## src/include/iam_pkg.sv

```systemverilog
// Constants and types of the indirect address mapper.
// Assumes an 8-bit data path and a 13-bit absolute data memory address.
package iam_pkg;

  localparam int ADDR_W  = 16;               // Pointer width
  localparam int DMEM_AW = 13;               // Absolute banked address width
  localparam int OFF_W   = 7;                // In-bank offset width
  localparam int BANK_W  = 6;                // Bank select field width
  localparam int EE_AW   = 8;                // EEPROM byte address width
  localparam int PF_AW   = 15;               // Program flash word address width
  localparam int PF_DW   = 14;               // Program flash word width

  // Core register offsets, repeated in every bank
  localparam logic [OFF_W-1:0] OFF_IND0 = 7'h00;
  localparam logic [OFF_W-1:0] OFF_IND1 = 7'h01;
  localparam logic [OFF_W-1:0] OFF_P0L  = 7'h04;
  localparam logic [OFF_W-1:0] OFF_P0H  = 7'h05;
  localparam logic [OFF_W-1:0] OFF_P1L  = 7'h06;
  localparam logic [OFF_W-1:0] OFF_P1H  = 7'h07;
  localparam logic [OFF_W-1:0] OFF_BANK = 7'h08;

  // Pointer space regions
  localparam logic [ADDR_W-1:0] BANKED_TOP   = 16'h1FFF;
  localparam logic [ADDR_W-1:0] LIN_BASE     = 16'h2000;
  localparam logic [ADDR_W-1:0] LIN_TOP      = 16'h2FEF;
  localparam logic [ADDR_W-1:0] LIN_IMPL_TOP = 16'h21EF;
  localparam logic [7:0]        EE_HIGH      = 8'h70;
  localparam logic [OFF_W-1:0]  GPR_BASE     = 7'h20;
  localparam logic [OFF_W-1:0]  GPR_SIZE     = 7'h50;

  // Reset and read-back values
  localparam logic [ADDR_W-1:0] PTR_RST   = 16'h0000;
  localparam logic [BANK_W-1:0] BANK_RST  = 6'h00;
  localparam logic [7:0]        ZERO_BYTE = 8'h00;

  // Access sequencer states
  typedef enum logic [2:0] {
    ST_IDLE   = 3'b001,
    ST_ACCESS = 3'b010,
    ST_NVWAIT = 3'b100
  } iam_state_t;

  // Where an access finally lands
  typedef enum logic [4:0] {
    K_MEM   = 5'b00001,
    K_LOCAL = 5'b00010,
    K_EE    = 5'b00100,
    K_PF    = 5'b01000,
    K_ZERO  = 5'b10000
  } iam_kind_t;

endpackage

```

## src/hdl/iam_top.sv

```systemverilog
// Indirect address mapper: pointer and bank registers plus access sequencer.
// Assumes the core holds a request one cycle and memories answer as noted on the ports.
`timescale 1ns/10ps
module iam_top
  import iam_pkg::*;
#(
  parameter logic [ADDR_W-1:0] LIN_END = LIN_IMPL_TOP  // Last implemented linear byte
) (
  input  wire logic               CLK_I,        // Core clock, 100 MHz
  input  wire logic               RESETN_I,     // Async reset, active low
  input  wire logic [OFF_W-1:0]   ACC_ADDR_I,   // In-bank offset of the core access
  input  wire logic               ACC_RD_I,     // Read request pulse
  input  wire logic               ACC_WR_I,     // Write request pulse
  input  wire logic [7:0]         ACC_WDATA_I,  // Write data
  output logic                    ACC_BUSY_O,   // Sequencer busy, requests ignored
  output logic                    ACC_DONE_O,   // One-cycle completion pulse
  output logic      [7:0]         ACC_RDATA_O,  // Read data, valid with done
  output logic      [DMEM_AW-1:0] MEM_ADDR_O,   // Data memory absolute address
  output logic                    MEM_RD_O,     // Data memory read strobe
  output logic                    MEM_WR_O,     // Data memory write strobe
  output logic      [7:0]         MEM_WDATA_O,  // Data memory write data
  input  wire logic [7:0]         MEM_RDATA_I,  // Data memory read data, same cycle
  output logic      [EE_AW-1:0]   EE_ADDR_O,    // EEPROM byte address
  output logic                    EE_RD_O,      // EEPROM read strobe
  input  wire logic [7:0]         EE_RDATA_I,   // EEPROM data, cycle after strobe
  output logic      [PF_AW-1:0]   PF_ADDR_O,    // Flash word address
  output logic                    PF_RD_O,      // Flash read strobe
  input  wire logic [PF_DW-1:0]   PF_RDATA_I    // Flash word, cycle after strobe
);

  // Refuse a linear end that leaves the linear window, at elaboration
  if (LIN_END < LIN_BASE || LIN_END > LIN_TOP) begin : g_bad_lin_end
    $error("LIN_END outside linear window");
  end

  // Reset release synchroniser
  logic rst_meta_reg;              // First stage, read only by second
  logic rst_sync_reg;              // Released reset used by the block
  logic rst_n;                     // Internal active-low reset

  // Architectural registers
  logic [ADDR_W-1:0] ptr0_reg;     // pointer_zero
  logic [ADDR_W-1:0] ptr1_reg;     // pointer_one
  logic [BANK_W-1:0] bank_reg;     // bank_select

  // Sequencer
  iam_state_t        state_reg;    // Current state
  iam_state_t        state_next;   // Next state
  iam_kind_t         kind_reg;     // Landing kind of the held access
  iam_kind_t         kind_next;    // Landing kind being decoded
  logic [DMEM_AW-1:0] taddr_reg;   // Held absolute address
  logic [DMEM_AW-1:0] taddr_next;  // Absolute address being decoded
  logic [PF_AW-1:0]  nvaddr_reg;   // Held nonvolatile address
  logic              rd_reg;       // Held access is a read
  logic              wr_reg;       // Held access is a write
  logic [7:0]        wdata_reg;    // Held write data
  logic [7:0]        rdata_reg;    // Read result
  logic              done_reg;     // Completion pulse

  // Decode helpers
  logic              accept;       // Request taken this cycle
  logic              is_ind;       // Offset names an indirect port
  logic [ADDR_W-1:0] sel_ptr;      // Pointer tied to the port used
  iam_kind_t         dec_kind;     // Decoder region
  logic [DMEM_AW-1:0] dec_addr;    // Decoder banked address
  logic [PF_AW-1:0]  dec_nv;       // Decoder nonvolatile address
  logic [7:0]        local_rdata;  // Local register read value
  logic [7:0]        rdata_next;   // Value captured at end of access

  assign rst_n = rst_sync_reg;

  // Two flops so release is clean against CLK_I
  always_ff @(posedge CLK_I or negedge RESETN_I) begin
    if (!RESETN_I) begin
      rst_meta_reg <= 1'b0;
      rst_sync_reg <= 1'b0;
    end else begin
      rst_meta_reg <= 1'b1;
      rst_sync_reg <= rst_meta_reg;
    end
  end

  // One decoder serves both ports since only one access runs at a time
  assign sel_ptr = ACC_ADDR_I[0] ? ptr1_reg : ptr0_reg;

  iam_decode #(
    .LIN_END     (LIN_END)
  ) u_decode (
    .ptr_i       (sel_ptr),
    .kind_o      (dec_kind),
    .bank_addr_o (dec_addr),
    .nv_addr_o   (dec_nv)
  );

  assign accept = (state_reg == ST_IDLE) && (ACC_RD_I || ACC_WR_I);
  // Only the in-bank offset matters, so every bank mirrors the ports
  assign is_ind = (ACC_ADDR_I == OFF_IND0) || (ACC_ADDR_I == OFF_IND1);

  // Final landing of a request: direct or via pointer, then core offsets
  always_comb begin
    kind_next  = K_MEM;
    taddr_next = {bank_reg, ACC_ADDR_I};
    if (is_ind) begin
      kind_next  = dec_kind;
      taddr_next = dec_addr;
    end
    if (kind_next == K_MEM) begin
      // Core registers sit at the same offsets in every bank
      if (taddr_next[OFF_W-1:0] == OFF_IND0 || taddr_next[OFF_W-1:0] == OFF_IND1) begin
        kind_next = K_ZERO;
      end else if (taddr_next[OFF_W-1:0] >= OFF_P0L && taddr_next[OFF_W-1:0] <= OFF_BANK) begin
        kind_next = K_LOCAL;
      end
    end
  end

  // Local register read mux; unused bank bits read zero
  always_comb begin
    case (taddr_reg[OFF_W-1:0])
      OFF_P0L:  local_rdata = ptr0_reg[7:0];
      OFF_P0H:  local_rdata = ptr0_reg[15:8];
      OFF_P1L:  local_rdata = ptr1_reg[7:0];
      OFF_P1H:  local_rdata = ptr1_reg[15:8];
      OFF_BANK: local_rdata = {2'b00, bank_reg};
      default:  local_rdata = ZERO_BYTE;
    endcase
  end

  // Pointer and bank registers, written only in the access cycle
  always_ff @(posedge CLK_I or negedge rst_n) begin
    if (!rst_n) begin
      ptr0_reg <= PTR_RST;
      ptr1_reg <= PTR_RST;
      bank_reg <= BANK_RST;
    end else if (state_reg == ST_ACCESS && kind_reg == K_LOCAL && wr_reg) begin
      case (taddr_reg[OFF_W-1:0])
        OFF_P0L:  ptr0_reg[7:0]  <= wdata_reg;
        OFF_P0H:  ptr0_reg[15:8] <= wdata_reg;
        OFF_P1L:  ptr1_reg[7:0]  <= wdata_reg;
        OFF_P1H:  ptr1_reg[15:8] <= wdata_reg;
        OFF_BANK: bank_reg       <= wdata_reg[BANK_W-1:0];
        default:  bank_reg       <= bank_reg;
      endcase
    end
  end

  // Held request, captured on accept
  always_ff @(posedge CLK_I or negedge rst_n) begin
    if (!rst_n) begin
      kind_reg   <= K_ZERO;
      taddr_reg  <= '0;
      nvaddr_reg <= '0;
      rd_reg     <= 1'b0;
      wr_reg     <= 1'b0;
      wdata_reg  <= ZERO_BYTE;
    end else if (accept) begin
      kind_reg   <= kind_next;
      taddr_reg  <= taddr_next;
      nvaddr_reg <= dec_nv;
      rd_reg     <= ACC_RD_I;
      wr_reg     <= ACC_WR_I;
      wdata_reg  <= ACC_WDATA_I;
    end
  end

  // Next state: flash accesses and EEPROM reads spend one more cycle
  always_comb begin
    case (state_reg)
      ST_IDLE:   state_next = accept ? ST_ACCESS : ST_IDLE;
      ST_ACCESS: begin
        if (kind_reg == K_PF || (kind_reg == K_EE && rd_reg)) begin
          state_next = ST_NVWAIT;
        end else begin
          state_next = ST_IDLE;
        end
      end
      ST_NVWAIT: state_next = ST_IDLE;
      default:   state_next = ST_IDLE;
    endcase
  end

  always_ff @(posedge CLK_I or negedge rst_n) begin
    if (!rst_n) begin
      state_reg <= ST_IDLE;
    end else begin
      state_reg <= state_next;
    end
  end

  // Read value picked from the landing place
  always_comb begin
    case (kind_reg)
      K_MEM:   rdata_next = MEM_RDATA_I;
      K_LOCAL: rdata_next = local_rdata;
      K_EE:    rdata_next = EE_RDATA_I;
      K_PF:    rdata_next = PF_RDATA_I[7:0];
      default: rdata_next = ZERO_BYTE;
    endcase
  end

  // Result and done pulse when the sequencer returns to idle
  always_ff @(posedge CLK_I or negedge rst_n) begin
    if (!rst_n) begin
      rdata_reg <= ZERO_BYTE;
      done_reg  <= 1'b0;
    end else begin
      done_reg <= (state_reg != ST_IDLE) && (state_next == ST_IDLE);
      if ((state_reg != ST_IDLE) && (state_next == ST_IDLE) && rd_reg) begin
        rdata_reg <= rdata_next;
      end
    end
  end

  // Strobes only in the access cycle; nonvolatile writes get none
  assign MEM_RD_O    = (state_reg == ST_ACCESS) && (kind_reg == K_MEM) && rd_reg;
  assign MEM_WR_O    = (state_reg == ST_ACCESS) && (kind_reg == K_MEM) && wr_reg;
  assign EE_RD_O     = (state_reg == ST_ACCESS) && (kind_reg == K_EE) && rd_reg;
  assign PF_RD_O     = (state_reg == ST_ACCESS) && (kind_reg == K_PF) && rd_reg;
  assign MEM_ADDR_O  = taddr_reg;
  assign MEM_WDATA_O = wdata_reg;
  assign EE_ADDR_O   = nvaddr_reg[EE_AW-1:0];
  assign PF_ADDR_O   = nvaddr_reg;
  assign ACC_BUSY_O  = (state_reg != ST_IDLE);
  assign ACC_DONE_O  = done_reg;
  assign ACC_RDATA_O = rdata_reg;
endmodule

```

## src/hdl/iam_decode.sv

```systemverilog
// Pointer decoder: splits a 16-bit pointer into its region and target address.
// Purely combinational; the caller registers whatever it needs.
`timescale 1ns/10ps
module iam_decode
  import iam_pkg::*;
#(
  parameter logic [ADDR_W-1:0] LIN_END = LIN_IMPL_TOP  // Last implemented linear byte
) (
  input  wire logic [ADDR_W-1:0]  ptr_i,       // Pointer value
  output iam_kind_t               kind_o,      // Region kind
  output logic      [DMEM_AW-1:0] bank_addr_o, // Absolute banked address
  output logic      [PF_AW-1:0]   nv_addr_o    // EEPROM or flash address
);

  logic [11:0]        lin_off;   // Byte offset inside the linear window
  logic [BANK_W-1:0]  lin_bank;  // Bank reached by the linear offset
  logic [OFF_W-1:0]   lin_idx;   // Byte inside that bank's GENERAL_RAM block

  // Linear view: 80-byte blocks chained bank after bank
  always_comb begin
    lin_off  = 12'(ptr_i - LIN_BASE);
    lin_bank = BANK_W'(lin_off / 12'(GPR_SIZE));
    lin_idx  = OFF_W'(lin_off % 12'(GPR_SIZE));
  end

  // Region select; anything outside the known windows reads zero
  always_comb begin
    kind_o      = K_ZERO;
    bank_addr_o = ptr_i[DMEM_AW-1:0];
    nv_addr_o   = ptr_i[PF_AW-1:0];
    if (ptr_i[ADDR_W-1]) begin
      kind_o = K_PF;
    end else if (ptr_i <= BANKED_TOP) begin
      kind_o = K_MEM;
    end else if (ptr_i >= LIN_BASE && ptr_i <= LIN_TOP) begin
      // Common RAM never shows here: offsets stop at 0x6F
      bank_addr_o = {lin_bank, OFF_W'(GPR_BASE + lin_idx)};
      kind_o      = (ptr_i <= LIN_END) ? K_MEM : K_ZERO;
    end else if (ptr_i[15:8] == EE_HIGH) begin
      kind_o    = K_EE;
      nv_addr_o = {7'h00, ptr_i[7:0]};
    end else begin
      kind_o = K_ZERO;
    end
  end

endmodule

```

## config.mk

```make
export PLATFORM = sky130hd
export DESIGN_NAME = iam_top
export DESIGN_NICKNAME = d
export VERILOG_FILES = /design/src/include/iam_pkg.sv /design/src/hdl/iam_top.sv /design/src/hdl/iam_decode.sv
export SDC_FILE = /design/constraint.sdc
export NUM_CORES = 1
export LEC_CHECK = 0
export ABC_AREA = 1
export BUFFER_PORTS_ARGS = -buffer_cell sky130_fd_sc_hd__buf_2
export CORE_MARGIN = 4
export CORE_UTILIZATION = 39
export CTS_CLUSTER_DIAMETER = 150
export DETAILED_ROUTE_END_ITERATION = 8
export HOLD_SLACK_MARGIN = 0.1
export PLACE_DENSITY = 0.72
export SLEW_MARGIN = 20
export SYNTH_ARGS = -nofsm -noshare
export SYNTH_HDL_FRONTEND = slang
export SYNTH_HIERARCHICAL = 1
export SYNTH_SLANG_ARGS = --single-unit
```

## constraint.sdc

```tcl
create_clock -name CLK_I -period 2.95 [get_ports CLK_I]
set_clock_uncertainty 0.1 [all_clocks]
set_input_delay 0.4425 -clock CLK_I [delete_from_list [all_inputs] [get_ports CLK_I]]
set_output_delay 0.4425 -clock CLK_I [all_outputs]
set_load 0.05 [all_outputs]
```

# After elaboration in Yosys (flattened, before gate mapping)
# Index checks and enable logic that the tools add are counted.
op_classes:
  n_addsub: 2
  div_mod_pow: 2
  n_lt_le_gt_ge: 6
  n_eq_ne: 17
  mux: 23
  reduce_logical: 26
op_table:
  columns: ["cell", "count"]
  rows:
  - ["$mux W15", 4]
  - ["$mux W13", 4]
  - ["$mux W5", 9]
  - ["$pmux W8 S5", 1]
  - ["$le A16 B14 Y1 const B", 2]
  - ["$pmux W8 S4", 1]
  - ["$eq A7 B3 Y1 const B", 4]
  - ["$ge A16 B14 Y1 const B", 1]
  - ["$le A16 B13 Y1 const B", 1]
  - ["$mux W16", 1]
  - ["$logic_and A1 B1 Y1", 15]
  - ["$eq A7 B1 Y1 const B", 2]
  - ["$logic_not A7 Y1", 2]
  - ["$div A12 B7 Y12 const B", 1]
  - ["$mod A12 B7 Y12 const B", 1]
  - ["$sub A12 B1 Y12 const B", 1]
  - ["$eq A5 B1 Y1 const B", 2]
  - ["$reduce_and A2 Y1", 5]
  - ["$eq A8 B7 Y1 const B", 1]
  - ["$add A6 B7 Y7 const A", 1]
  - ["$eq A7 B4 Y1 const B", 1]
  - ["$ge A7 B3 Y1 const B", 1]
  - ["$le A7 B4 Y1 const B", 1]
  - ["$eq A3 B1 Y1 const B", 2]
  - ["9 further kinds", 12]
totals:
  regBits: 95
  input_bits: 49
  output_inout_bits: 58
  elab_cells: 92

# Depth between registers and ports, before layout
# Gate-level depths: netlist of run 1.
depth:
  depth_word: 13
  ltp_mapped: 41
  depth_no_buf: 40

# Hierarchy
# The synthesis of run 1 kept the hierarchy.
by_module_without_submodules:
  columns: ["module", "n_inst", "cells_each", "area_each_um2", "seq_area_each_um2"]
  rows:
  - ["iam_top", 1, 624, 4680.7, 2379.8]
  - ["iam_decode", 1, 159, 805.8, 0.0]

# Least setup slack after synthesis of run 1
# Ideal clock, no wire load.
synth_timing:
  path_type: "input to register"
  startpoint: "input port ACC_ADDR_I[0]"
  endpoint: "register kind_reg[0]"
  setup_time_ns: 0.117
  arrival_time_ns: 3.481
  t_required_ns: 2.733
  setup_slack_ns: -0.749
  path_stages: 37
  n_path_buf: 1
  path_cell_list: "clkinv_1 -> clkbuf_1 -> nand2_1 -> nand2_1 -> a21o_1 -> nand2_1 -> nand3_2 -> nand3_2 -> nand3_2 -> nand2_4 -> nand2_4 -> a21oi_2 -> nand2_2 -> nand2_2 -> nand2_1 -> nand2_1 -> inv_2 -> nand2_2 -> nand2_1 -> nand2_1 -> nand2_1 -> inv_2 -> nand2_2 -> nand2_2 -> nand2_1 -> nand2_1 -> nand2_1 -> nand2_1 -> nand2_1 -> nand4_1 -> nand2_1 -> nor2_1 -> nand2_1 -> nor2_1 -> nand3_1 -> nand3_1 -> nand2_1"
synth_between:
  elab_chain_len: 13
  elab_cells_between_ends: 33
  classes_between: "2 x add/sub; 1 x div; 6 x order compare; 4 x eq/ne; 14 x mux; 6 x reduce/logical"
synth_rtl:
  columns: ["item", "line_no", "rtl"]
  rows:
  - ["start, declared", "iam_top.sv:11", "input wire logic [OFF_W-1:0] ACC_ADDR_I,"]
  - ["$mux W16 (*)", "iam_top.sv:84", "assign sel_ptr = ACC_ADDR_I[0] ? ptr1_reg : ptr0_reg;"]
  - ["named net sel_ptr[11]", "iam_top.sv:63", "logic [ADDR_W-1:0] sel_ptr;"]
  - ["$sub A12 B1 Y12", "iam_decode.sv:21", "lin_off = 12'(ptr_i - LIN_BASE);"]
  - ["$mod A12 B7 Y12", "iam_decode.sv:23", "lin_idx = OFF_W'(lin_off % 12'(GPR_SIZE));"]
  - ["$add A6 B7 Y7", "iam_decode.sv:37", "bank_addr_o = {lin_bank, OFF_W'(GPR_BASE + lin_idx)};"]
  - ["$mux W13", "iam_decode.sv:35", "end else if (ptr_i >= LIN_BASE && ptr_i <= LIN_TOP) begin"]
  - ["$mux W13 (*)", "iam_decode.sv:33", "end else if (ptr_i <= BANKED_TOP) begin"]
  - ["$mux W13 (*)", "iam_decode.sv:31", "if (ptr_i[ADDR_W-1]) begin"]
  - ["named net dec_addr[6]", "iam_top.sv:65", "logic [DMEM_AW-1:0] dec_addr;"]
  - ["$mux W13 (*)", "iam_top.sv:103", "if (is_ind) begin"]
  - ["$ge A7 B3 Y1 / $le A7 B4 Y1 (equally long branches)", "iam_top.sv:111", "end else if (taddr_next[OFF_W-1:0] >= OFF_P0L && taddr_next[OFF_W-1:0] <= OFF_BANK) begin"]
  - ["$logic_and A1 B1 Y1", "iam_top.sv:111", null]
  - ["$mux W5", "iam_top.sv:111", null]
  - ["$mux W5 (*)", "iam_top.sv:109", "if (taddr_next[OFF_W-1:0] == OFF_IND0 || taddr_next[OFF_W-1:0] == OFF_IND1) begin"]
  - ["$mux W5 (*)", "iam_top.sv:107", "if (kind_next == K_MEM) begin"]
  - ["end signal, assigned", "iam_top.sv:157", "kind_reg <= kind_next;"]
  - ["end, declared", "iam_top.sv:49", "iam_kind_t kind_reg;"]
# The timed path passes the listed nets; every way through them passes the cells marked *.
# A chain may end at the register's enable or synchronous reset.

# Worst setup path in the final report of run 1
layout_timing:
  startpoint: "register ptr1_reg[9]"
  endpoint: "register kind_reg[0]"
layout_between:
  elab_chain_len: 13
  elab_cells_between_ends: 30
  classes_between: "2 x add/sub; 1 x div; 6 x order compare; 3 x eq/ne; 14 x mux; 4 x reduce/logical"
layout_rtl:
  columns: ["item", "line_no", "rtl"]
  rows:
  - ["start, declared", "iam_top.sv:43", "logic [ADDR_W-1:0] ptr1_reg;"]
  - ["start signal, assigned", "iam_top.sv:140", "OFF_P1H: ptr1_reg[15:8] <= wdata_reg;"]
  - ["$mux W16 (*)", "iam_top.sv:84", null]
  - ["named net sel_ptr[9]", "iam_top.sv:63", null]
  - ["$sub A12 B1 Y12", "iam_decode.sv:21", null]
  - ["$mod A12 B7 Y12", "iam_decode.sv:23", null]
  - ["$add A6 B7 Y7", "iam_decode.sv:37", null]
  - ["$mux W13", "iam_decode.sv:35", null]
  - ["$mux W13 (*)", "iam_decode.sv:33", null]
  - ["$mux W13 (*)", "iam_decode.sv:31", null]
  - ["named net dec_addr[6]", "iam_top.sv:65", null]
  - ["$mux W13 (*)", "iam_top.sv:103", null]
  - ["$ge A7 B3 Y1 / $le A7 B4 Y1 (equally long branches)", "iam_top.sv:111", null]
  - ["$logic_and A1 B1 Y1", "iam_top.sv:111", null]
  - ["$mux W5", "iam_top.sv:111", null]
  - ["$mux W5 (*)", "iam_top.sv:109", null]
  - ["$mux W5 (*)", "iam_top.sv:107", null]
# Marks and branches as above.

==> results of run 1 <==
worst max path at each step:
| stage | slack, ps | to | start |
|---|---|---|---|
| global placement | -800 | kind_reg[1]$_DFFE_PN0P_ | ACC_ADDR_I[0] |
| floorplan | -410 | kind_reg[0]$_DFFE_PN0P_ | ACC_ADDR_I[0] |
| finish | -690 | kind_reg[0]$_DFFE_PN0P_ | ptr1_reg[9]$_DFFE_PN0P_ |
| detailed placement | -960 | kind_reg[0]$_DFFE_PN0P_ | ACC_ADDR_I[0] |
| global route | -1030 | kind_reg[0]$_DFFE_PN0P_ | ptr1_reg[11]$_DFFE_PN0P_ |
| CTS | -490 | kind_reg[0]$_DFFE_PN0P_ | ptr1_reg[10]$_DFFE_PN0P_ |
metal layers:
layer  wire [um]  up-vias  track usage (%)
li1            -     2732                -
met1        7170     2512             28.9
met2        7290      181             30.4
met3        1200       21             4.72
met4         277        0             5.68
met5           0        -                0
cell usage after synthesis, drive strengths merged:
master,n
dfrtp,93
nand3,41
a31oi,1
conb,2
dfstp,2
nand4,21
nand3b,1
inv,90
o22ai,9
a21oi,6
nand2,304
xor2,1
nor3,10
nor2,56
buf,30
o31ai,2
o21ai,94
a21o,1
clkbuf,16
clkinv,1
nor4,2
power by group:
group / internal (mW) / switching (mW)
clock network: 0.656 / 0.519
registers: 1.51 / 0.135
logic: 0.360 / 1.37
cell families (layout without fill, tap and decap cells):
group | Yosys count | after routing | synth area share (%)
xor gates and xnor gates | 1 | 1 | 0.160
buffers and inverters | 137 | 277 | 11.1
DFF | 95 | 95 | 43.4
other | 2 | 2 | 0.137
AOI/OAI and AO/OA | 113 | 113 | 10.9
and+or+nand+nor | 435 | 435 | 34.3
through the flow:
step / area, um^2 / worst slack [ps] / hold WS (ps) / TNS, ps / power [mW]
4_1_cts: 6890 / -490 / 188 / -2070 / 4.58
5_1_grt: 7090 / -1030 / 218 / -5050 / 4.81
3_3_place_gp: 6450 / -804 / 129 / -4070 / 3.36
6_report: 7090 / -691 / 197 / -3130 / 4.55
3_5_place_dp: 6450 / -964 / 131 / -5140 / 3.39
2_1_floorplan: 5600 / -406 / 46.9 / -1290 / 2.91
placed cells by master, fill, tap and decap left out, types with 19 or more instances in the layout:
master                    count
sky130_fd_sc_hd__inv_1       78
sky130_fd_sc_hd__nand3_1     32
sky130_fd_sc_hd__nand4_1     19
sky130_fd_sc_hd__buf_4       67
sky130_fd_sc_hd__nor2_1      52
sky130_fd_sc_hd__buf_2       99
sky130_fd_sc_hd__nand2_2     19
sky130_fd_sc_hd__o21ai_0     86
sky130_fd_sc_hd__nand2_1    267
sky130_fd_sc_hd__dfrtp_1     92
final cells by class:
class                      instances  area, um^2  share of cell area, %
inverter                          91         373                   5.26
tap                              180         225                   3.18
sequential                        95        2380                   33.6
clock inverter                     7        73.8                   1.04
clock buffer                       9         225                   3.18
timing repair buffer             170        1050                   14.8
multi-input combinational        551        2750                   38.9
worst min-delay path, stage by stage:
cell                      delay, ps
sky130_fd_sc_hd__buf_2           70
sky130_fd_sc_hd__nand2_1         40
sky130_fd_sc_hd__o21ai_0         60
what timing repair did:
action | in CTS | in global routing
gates resized for setup | 15 | 41
hold buffers | 1 | 0
buffers inserted | 10 | 4
setup endpoints to repair | 7 | 8
pin swaps | 7 | 29
hold endpoints to repair | 2 | 0
==> flow_metrics.tcl, run 1 <==
set metrics [dict create \
    timing.final.crit_period_ps 3640 \
    worstRegToRegCells 34 \
    final.setup.worst_slack_ps -691 \
    drt-initial-drc-count 437 \
    clock_edge_transition_at_the_registers_on_the_reported_setup_and_hold_paths_ps 70 \
    netlist_area_um2 5490 \
    final_setup_viols 7 \
    cts_sink_count 95 \
    core_area_um2 13800 \
    die_width_um 127 \
    initial_standard_cell_utilization_of_the_core_pct 39.7 \
    hp-start "ACC_WDATA_I[7]" \
    fillers 1365 \
    post_place_cells 1072 \
    drc_errors 0 \
    routed_wirelength_um 15900 \
    grt.total_usage_pct 20.1 \
    static-leakage-power_nw 3.89 \
    tritoncts_clock_tree "built" \
    period_share_pct 123 \
    via_per_inst 4.94 \
    worst_setup_path_category "register to register" \
    synthesis.instances 783 \
    worst_setup_path_end_kind "register" \
    fmax_mhz 275 \
    io_pins 107 \
    grt_overflow 0 \
    critical_path.n_buffers_inverters 3 \
    nNetsFinal 967 \
    vdd_drop_max_v 0.000502 \
    netlist.top_cell.by_area "sky130_fd_sc_hd__dfrtp_1" \
    tightest_slew_ps 569 \
    status "finished, violations left" \
    hold_violations 0 \
    r2r_slack_ps -690 \
    maxSlewViolCount 0 \
    cpLargestDelayFamily "simple AND/OR/NAND/NOR gates" \
    power-per-cell-area_nw_per_um2 642 \
    drive_gt1_share_pct 28.5 \
    place.detailed.hpwl_um 11700 \
    synth_top_cells_by_area "sky130_fd_sc_hd__dfrtp_1 42%, sky130_fd_sc_hd__nand2_1 20%, sky130_fd_sc_hd__o21ai_0 8.0%" \
    cts_inserted_buffers 9 \
    vias 5446 \
    yosys.cell_types.count 33 \
    die-height_um 127 \
    grt_pass1_vias 5201 \
    area_growth_pct 29.1 \
    hold_path_end "MEM_WDATA_O[7]$_DFFE_PN0P_" \
    fp.dieArea_um2 16000 \
    cts-htree-levels 3 \
    antennaDiodeCount 0 \
    unrepaired_setup_endpoints_after_global_routing "yes" \
    maximum_number_of_pins_on_one_net_before_global_route_repair 56 \
    row_count 43 \
    post_synth.cell_area_avg_um2 7.01 \
    finalCoreUtilization_pct 51.2 \
    synth.net_count 832 \
    cts.root.buffer_cell "sky130_fd_sc_hd__clkbuf_16" \
    min-delay-path-class "input pin to register" \
    crit_slowest_cell "sky130_fd_sc_hd__dfrtp_1" \
    worst_slew_margin_rel_pct 62.0 \
    cp.required_ps 3090 \
    synth_sequential_area_ratio_pct 43.4 \
    maximum_fanout_count_along_the_critical_path 5 \
    launch_point_of_the_worst_reg_to_reg_path "ptr1_reg[9]$_DFFE_PN0P_" \
    drt-wirelength-per-cell_um 14.4 \
    worst_ep_arrival_time_ps 3780 \
    min_delay_path_depth 3 \
    drtPass1Iterations 5 \
    critPathMostFrequentCell "sky130_fd_sc_hd__nand2_1" \
    stdcell_count 1103 \
    initial_antenna_violation_count 0 \
    start_kind "register" \
    critical_path_depth 34 \
    cpPeakStageDelay_ps 410 \
    postSynthRegisterBits 95 \
    synth_largest_type_area_fraction_pct 42.4 \
    cts_buffer_depth 2 \
    worstReg2RegEnd "kind_reg[0]$_DFFE_PN0P_" \
    max_cap_viols 0 \
    ant_nets 0 \
    clock_latency_ps 350 \
    port-buffer-count 100 \
    ys_warns 6 \
    grt_first_pass_wirelength_um 26000 \
    routabilityCongestion 0.946 \
    failed_checks "setup timing" \
]
Note: power is estimated with default switching activity, not from simulation.
==> inputs of run 2 (changes only) <==
Settings changed: PLACE_DENSITY 0.72 to 0.7.
Clock period 2.95 ns to 4 ns, I/O delays scaled along.
==> run 2 against run 1 <==
  * The flow now finishes without violations
  * Utilization decreased by 3.0 points
  * Combinational power decreased by 30%
  * Sequential share of layout area increased by 2.1 points
  * Clock power decreased by 27%
  * Clock-buffer cell count increased by 2
  * Non-clock buffer count decreased by 32
  * Sequential cell count unchanged
  * Critical path depth increased by 3
  * Worst hold slack improved by 57 ps
  * Critical endpoint unchanged
  * Largest cell class unchanged
  * Highest routed layer unchanged
==> flow_metrics.tcl, run 2 (synthesis results as in run 1) <==
set metrics [dict create \
    status "finished, final reports clean" \
    grt_pass1_vias 4752 \
    vdd_drop_max_v 0.000407 \
    min-delay-path-class "register to register" \
    core_area_um2 13800 \
    clock_edge_transition_at_the_registers_on_the_reported_setup_and_hold_paths_ps 60 \
    final_cell_mix "279 x sky130_fd_sc_hd__nand2_1, 99 x sky130_fd_sc_hd__buf_2, 92 x sky130_fd_sc_hd__dfrtp_1" \
    tightest_slew_ps 941 \
    routabilityCongestion 0.841 \
    fillers 1376 \
    routed_wirelength_um 14500 \
    final.setup.worst_slack_ps 329 \
    worst_setup_path_end_kind "register" \
    power-per-cell-area_nw_per_um2 497 \
    static-leakage-power_nw 3.66 \
    drc_errors 0 \
    drt-initial-drc-count 434 \
    min_delay_path_depth 0 \
    drtPass1Iterations 6 \
    via_per_inst 4.96 \
    grt_overflow 0 \
    cp.required_ps 4130 \
    cts_sink_count 95 \
    port-buffer-count 100 \
    worst_slew_margin_rel_pct 37.3 \
    tritoncts_clock_tree "built" \
    worstRegToRegCells 35 \
    setup_total_negative_slack_ps 0 \
    final_setup_viols 0 \
    cts_inserted_buffers 9 \
    maximum_number_of_pins_on_one_net_before_global_route_repair 74 \
    nNetsFinal 935 \
    cpPeakStageDelay_ps 190 \
    place.detailed.hpwl_um 10800 \
    io_pins 107 \
    r2r_slack_ps 350 \
    clockPowerShare_pct 26.1 \
    hold_violations 0 \
    worst_ep_arrival_time_ps 3800 \
    cts-htree-levels 3 \
    period_share_pct 91.8 \
    cts.root.buffer_cell "sky130_fd_sc_hd__clkbuf_16" \
    power.share.combinational_pct 36.4 \
    area_growth_pct 21.6 \
    max_cap_viols 0 \
    fp.dieArea_um2 16000 \
    hold_path_end "rst_n$_DFF_PN0_" \
    drt-wirelength-per-cell_um 13.6 \
    seqPwrFrac_pct 37.4 \
    critPathMostFrequentCell "sky130_fd_sc_hd__nand2_1" \
    worst_setup_path_category "input pin to register" \
    total_power_mw 3.31 \
    grt_first_pass_wirelength_um 23500 \
    row_count 43 \
    initial_standard_cell_utilization_of_the_core_pct 39.7 \
    initial_antenna_violation_count 0 \
    switching_power_mw 1.45 \
    internal_power_mw 1.86 \
    fmax_mhz 272 \
    grt.total_usage_pct 18.1 \
    die_width_um 127 \
    crit_slowest_cell "sky130_fd_sc_hd__a21oi_4" \
    dpl_worst_slack_ps -147 \
    layout.cells.most_common "sky130_fd_sc_hd__nand2_1" \
    antennaDiodeCount 0 \
    start_kind "input pin" \
    die-height_um 127 \
    drive_gt1_share_pct 24.0 \
    timing.final.crit_period_ps 3670 \
    vias 5311 \
    maximum_fanout_count_along_the_critical_path 6 \
    power.share.switching_pct 43.7 \
    clock_latency_ps 350 \
    cts_buffer_depth 2 \
    launch_point_of_the_worst_reg_to_reg_path "ptr1_reg[11]$_DFFE_PN0P_" \
    worstReg2RegEnd "kind_reg[0]$_DFFE_PN0P_" \
    ant_nets 0 \
    hp-start "rst_meta_reg$_DFF_PN0_" \
    maxSlewViolCount 0 \
]
-- run 2: worst max-delay path by stage --
| stage | from | end | slack [ps] | cells after the start |
|---|---|---|---|---|
| 4_1_cts | ACC_ADDR_I[0] | kind_reg[0]$_DFFE_PN0P_ | 200 | 38 |
| 3_5_place_dp | ACC_ADDR_I[0] | kind_reg[0]$_DFFE_PN0P_ | -150 | 38 |
| 2_1_floorplan | ACC_ADDR_I[0] | kind_reg[0]$_DFFE_PN0P_ | 140 | 37 |
| 5_1_grt | ACC_ADDR_I[0] | kind_reg[0]$_DFFE_PN0P_ | -6 | 39 |
| 3_3_place_gp | ACC_ADDR_I[0] | kind_reg[0]$_DFFE_PN0P_ | -100 | 36 |
| 6_report | ACC_ADDR_I[0] | kind_reg[0]$_DFFE_PN0P_ | 330 | 37 |
-- run 2: final cells by class --
class / count / area (um^2) / share of cell area, %
Clock inverter: 5 / 57.6 / 0.863
Multi-Input combinational cell: 551 / 2630 / 39.4
Clock buffer: 11 / 243 / 3.64
Inverter: 91 / 342 / 5.12
Sequential cell: 95 / 2380 / 35.7
Timing Repair Buffer: 138 / 791 / 11.9
Tap cell: 180 / 225 / 3.38
-- run 2: per-layer routing --
metal / up-vias / global-route usage (%) / share of wire (%)
met5: - / 0 / 0
met4: 0 / 4.98 / 1.3
met3: 15 / 4.34 / 7.8
met2: 178 / 27.0 / 44
met1: 2454 / 26.3 / 47
li1: 2664 / - / -
-- run 2: what timing repair did --
item                       4_1_cts  5_1_grt
gates resized for setup          0       38
hold endpoints to repair         2        0
setup buffers                    0        6
hold buffers                     1        0
setup endpoints to repair        0        4
-- run 2: critical path, delay by kind of cell --
kind,cells,cell delay [ps]
buffers and inverters,5,480
and+or+nand+nor,30,2370
AOI/OAI and AO/OA,2,340
-- run 2: power by group through the flow --
stage	combinational, mW	clock (mW)	sequential [mW]
2_1_floorplan	0.534	0	1.60
4_1_cts	1.21	0.884	1.24
6_report	1.21	0.866	1.24
3_3_place_gp	1.19	0	1.26
5_1_grt	1.32	0.925	1.27
3_5_place_dp	1.21	0	1.26
-- run 2: per-stage QoR --
| step | hold slack, ps | instance area, um^2 | util, % | cells |
|---|---|---|---|---|
| 2_1_floorplan | 204 | 5490 | - | 783 |
| 3_5_place_dp | 242 | 6180 | 44.7 | 1048 |
| 5_1_grt | 270 | 6670 | 48.2 | 1071 |
| 4_1_cts | 258 | 6490 | 47.0 | 1065 |
| 6_report | 254 | 6670 | 48.2 | 1071 |
| 3_3_place_gp | 236 | 6180 | 44.7 | 1048 |
==> inputs of run 3 (changes only) <==
Settings changed: PLACE_DENSITY 0.7 to 0.57.
==> run 3 against run 2 <==
  * Wire length increased by 5.0%
  * Register-to-register slack improved by 30 ps
  * Clock-buffer cell count increased by 2
  * Clock power decreased by 1%
  * Non-clock buffer count decreased by 1
  * Power increased by 0.26%
  * Final cell count about the same
  * Worst setup slack got worse by 13 ps
==> flow_metrics.tcl, run 3 (synthesis results as in run 1) <==
set metrics [dict create \
    power-per-cell-area_nw_per_um2 500 \
    cts.root.buffer_cell "sky130_fd_sc_hd__clkbuf_16" \
    tritoncts_clock_tree "built" \
    antennaDiodeCount 0 \
    place.detailed.hpwl_um 11700 \
    grt_pass1_vias 4927 \
    maximum_number_of_pins_on_one_net_before_global_route_repair 59 \
    cpPeakStageDelay_ps 200 \
    drive_gt1_share_pct 22.7 \
    clockPowerShare_pct 25.7 \
    cts-htree-levels 3 \
    drtPass1Iterations 6 \
    drt-initial-drc-count 399 \
    start_kind "input pin" \
    row_count 43 \
    initial_antenna_violation_count 0 \
    cpLargestDelayFamily "simple AND/OR/NAND/NOR gates" \
    clock_edge_transition_at_the_registers_on_the_reported_setup_and_hold_paths_ps 60 \
    hold_violations 0 \
    nNetsFinal 934 \
    dpl_worst_slack_ps -283 \
    static-leakage-power_nw 3.63 \
    seqPwrFrac_pct 37.5 \
    maxSlewViolCount 0 \
    crit_slowest_cell "sky130_fd_sc_hd__nor2_1" \
    layout.cells.most_common "sky130_fd_sc_hd__nand2_1" \
    maximum_fanout_count_along_the_critical_path 6 \
    fin_hold_ws_ps 254 \
    power.share.combinational_pct 36.8 \
    port-buffer-count 100 \
    cts_inserted_buffers 9 \
    cts_sink_count 95 \
    via_per_inst 4.96 \
    die-height_um 127 \
    min-delay-path-class "register to register" \
    grt.total_usage_pct 18.9 \
    drc_errors 0 \
    timing.final.crit_period_ps 3680 \
    worst_slew_margin_rel_pct 37.0 \
    grt_first_pass_wirelength_um 24400 \
    die_width_um 127 \
    cts_buffer_depth 2 \
    vdd_drop_max_v 0.000380 \
    critical_path.n_buffers_inverters 7 \
    core_area_um2 13800 \
    tightest_slew_ps 941 \
    worst_setup_path_end_kind "register" \
    clock_latency_ps 350 \
    initial_standard_cell_utilization_of_the_core_pct 39.7 \
    critPathMostFrequentCell "sky130_fd_sc_hd__nand2_1" \
    fmax_mhz 271 \
    fillers 1424 \
    worst_setup_path_category "input pin to register" \
    cp.required_ps 4140 \
    vias 5307 \
    status "finished, final reports clean" \
    final.setup.worst_slack_ps 316 \
    internal_power_mw 1.87 \
    final_setup_viols 0 \
    area_growth_pct 20.9 \
    grt_overflow 0 \
    power.share.switching_pct 43.8 \
    routabilityCongestion 0.870 \
    ant_nets 0 \
    worst_ep_arrival_time_ps 3820 \
    switching_power_mw 1.45 \
    period_share_pct 92.1 \
    max_cap_viols 0 \
    routed_wirelength_um 15300 \
    final_cell_mix "283 x sky130_fd_sc_hd__nand2_1, 99 x sky130_fd_sc_hd__buf_2, 92 x sky130_fd_sc_hd__dfrtp_1" \
    drt-wirelength-per-cell_um 14.3 \
    io_pins 107 \
    fp.dieArea_um2 16000 \
]
## run 3: cell types whose count changed in the layout (fill, tap and decap cells not counted), sizes merged
cell	before	now
clkinv	3	1
clkbuf	11	13
inv	92	91
clkinvlp	0	1
buf	137	136
## run 3: repair_timing
item	4_1_cts	5_1_grt
setup buffers	0	5
gates resized for setup	0	28
setup endpoints to repair	0	4
hold endpoints to repair	2	0
hold buffers	1	0
## run 3: layout make-up
type | instances | area, um^2 | area share, %
Tap cell | 180 | 225 | 3.39
Timing Repair Buffer | 137 | 803 | 12.1
Clock buffer | 13 | 250 | 3.77
Inverter | 91 | 344 | 5.19
Sequential cell | 95 | 2380 | 35.9
Multi-Input combinational cell | 551 | 2590 | 39.0
Clock inverter | 3 | 42.5 | 0.641
## run 3: power groups by stage
stage / clock network [mW] / logic (mW) / registers [mW]
final: 0.854 / 1.22 / 1.24
after global routing: 0.916 / 1.33 / 1.27
after CTS: 0.876 / 1.23 / 1.25
after detailed placement: 0 / 1.23 / 1.26
after global placement: 0 / 1.21 / 1.26
after floorplan: 0 / 0.534 / 1.60
## run 3: through the flow
step                      TNS, ps  area [um^2]  power [mW]  utilization, %  std cells
final                           0         6640        3.32            48.0       1070
after global routing        -29.2         6640        3.51            48.0       1070
after CTS                       0         6500        3.35            47.0       1065
after detailed placement     -799         6190        2.49            44.8       1048
after global placement       -409         6190        2.47            44.8       1048
after floorplan                 0         5490        2.14               -        783
## run 3: path summary, 6_finish.rpt
check                      slack (ps)                         end  cells after the start                startpoint
min in group asynchronous         300     ptr1_reg[6]$_DFFE_PN0P_                      0           rst_n$_DFF_PN0_
min reg2reg                       250             rst_n$_DFF_PN0_                      0    rst_meta_reg$_DFF_PN0_
max                               320     kind_reg[0]$_DFFE_PN0P_                     36             ACC_ADDR_I[0]
max reg2reg                       380     kind_reg[0]$_DFFE_PN0P_                     33  ptr0_reg[11]$_DFFE_PN0P_
max in group asynchronous        2560  MEM_WDATA_O[3]$_DFFE_PN0P_                      1           rst_n$_DFF_PN0_
min                               250             rst_n$_DFF_PN0_                      0    rst_meta_reg$_DFF_PN0_
## run 3: metal layers
metal / part of all wire [%] / vias to the layer above / global-route usage (%)
met4: 1.4 / 0 / 5.80
li1: - / 2660 / -
met5: 0 / - / 0
met1: 46 / 2470 / 26.2
met3: 6.3 / 16 / 4.08
met2: 46 / 161 / 29.7
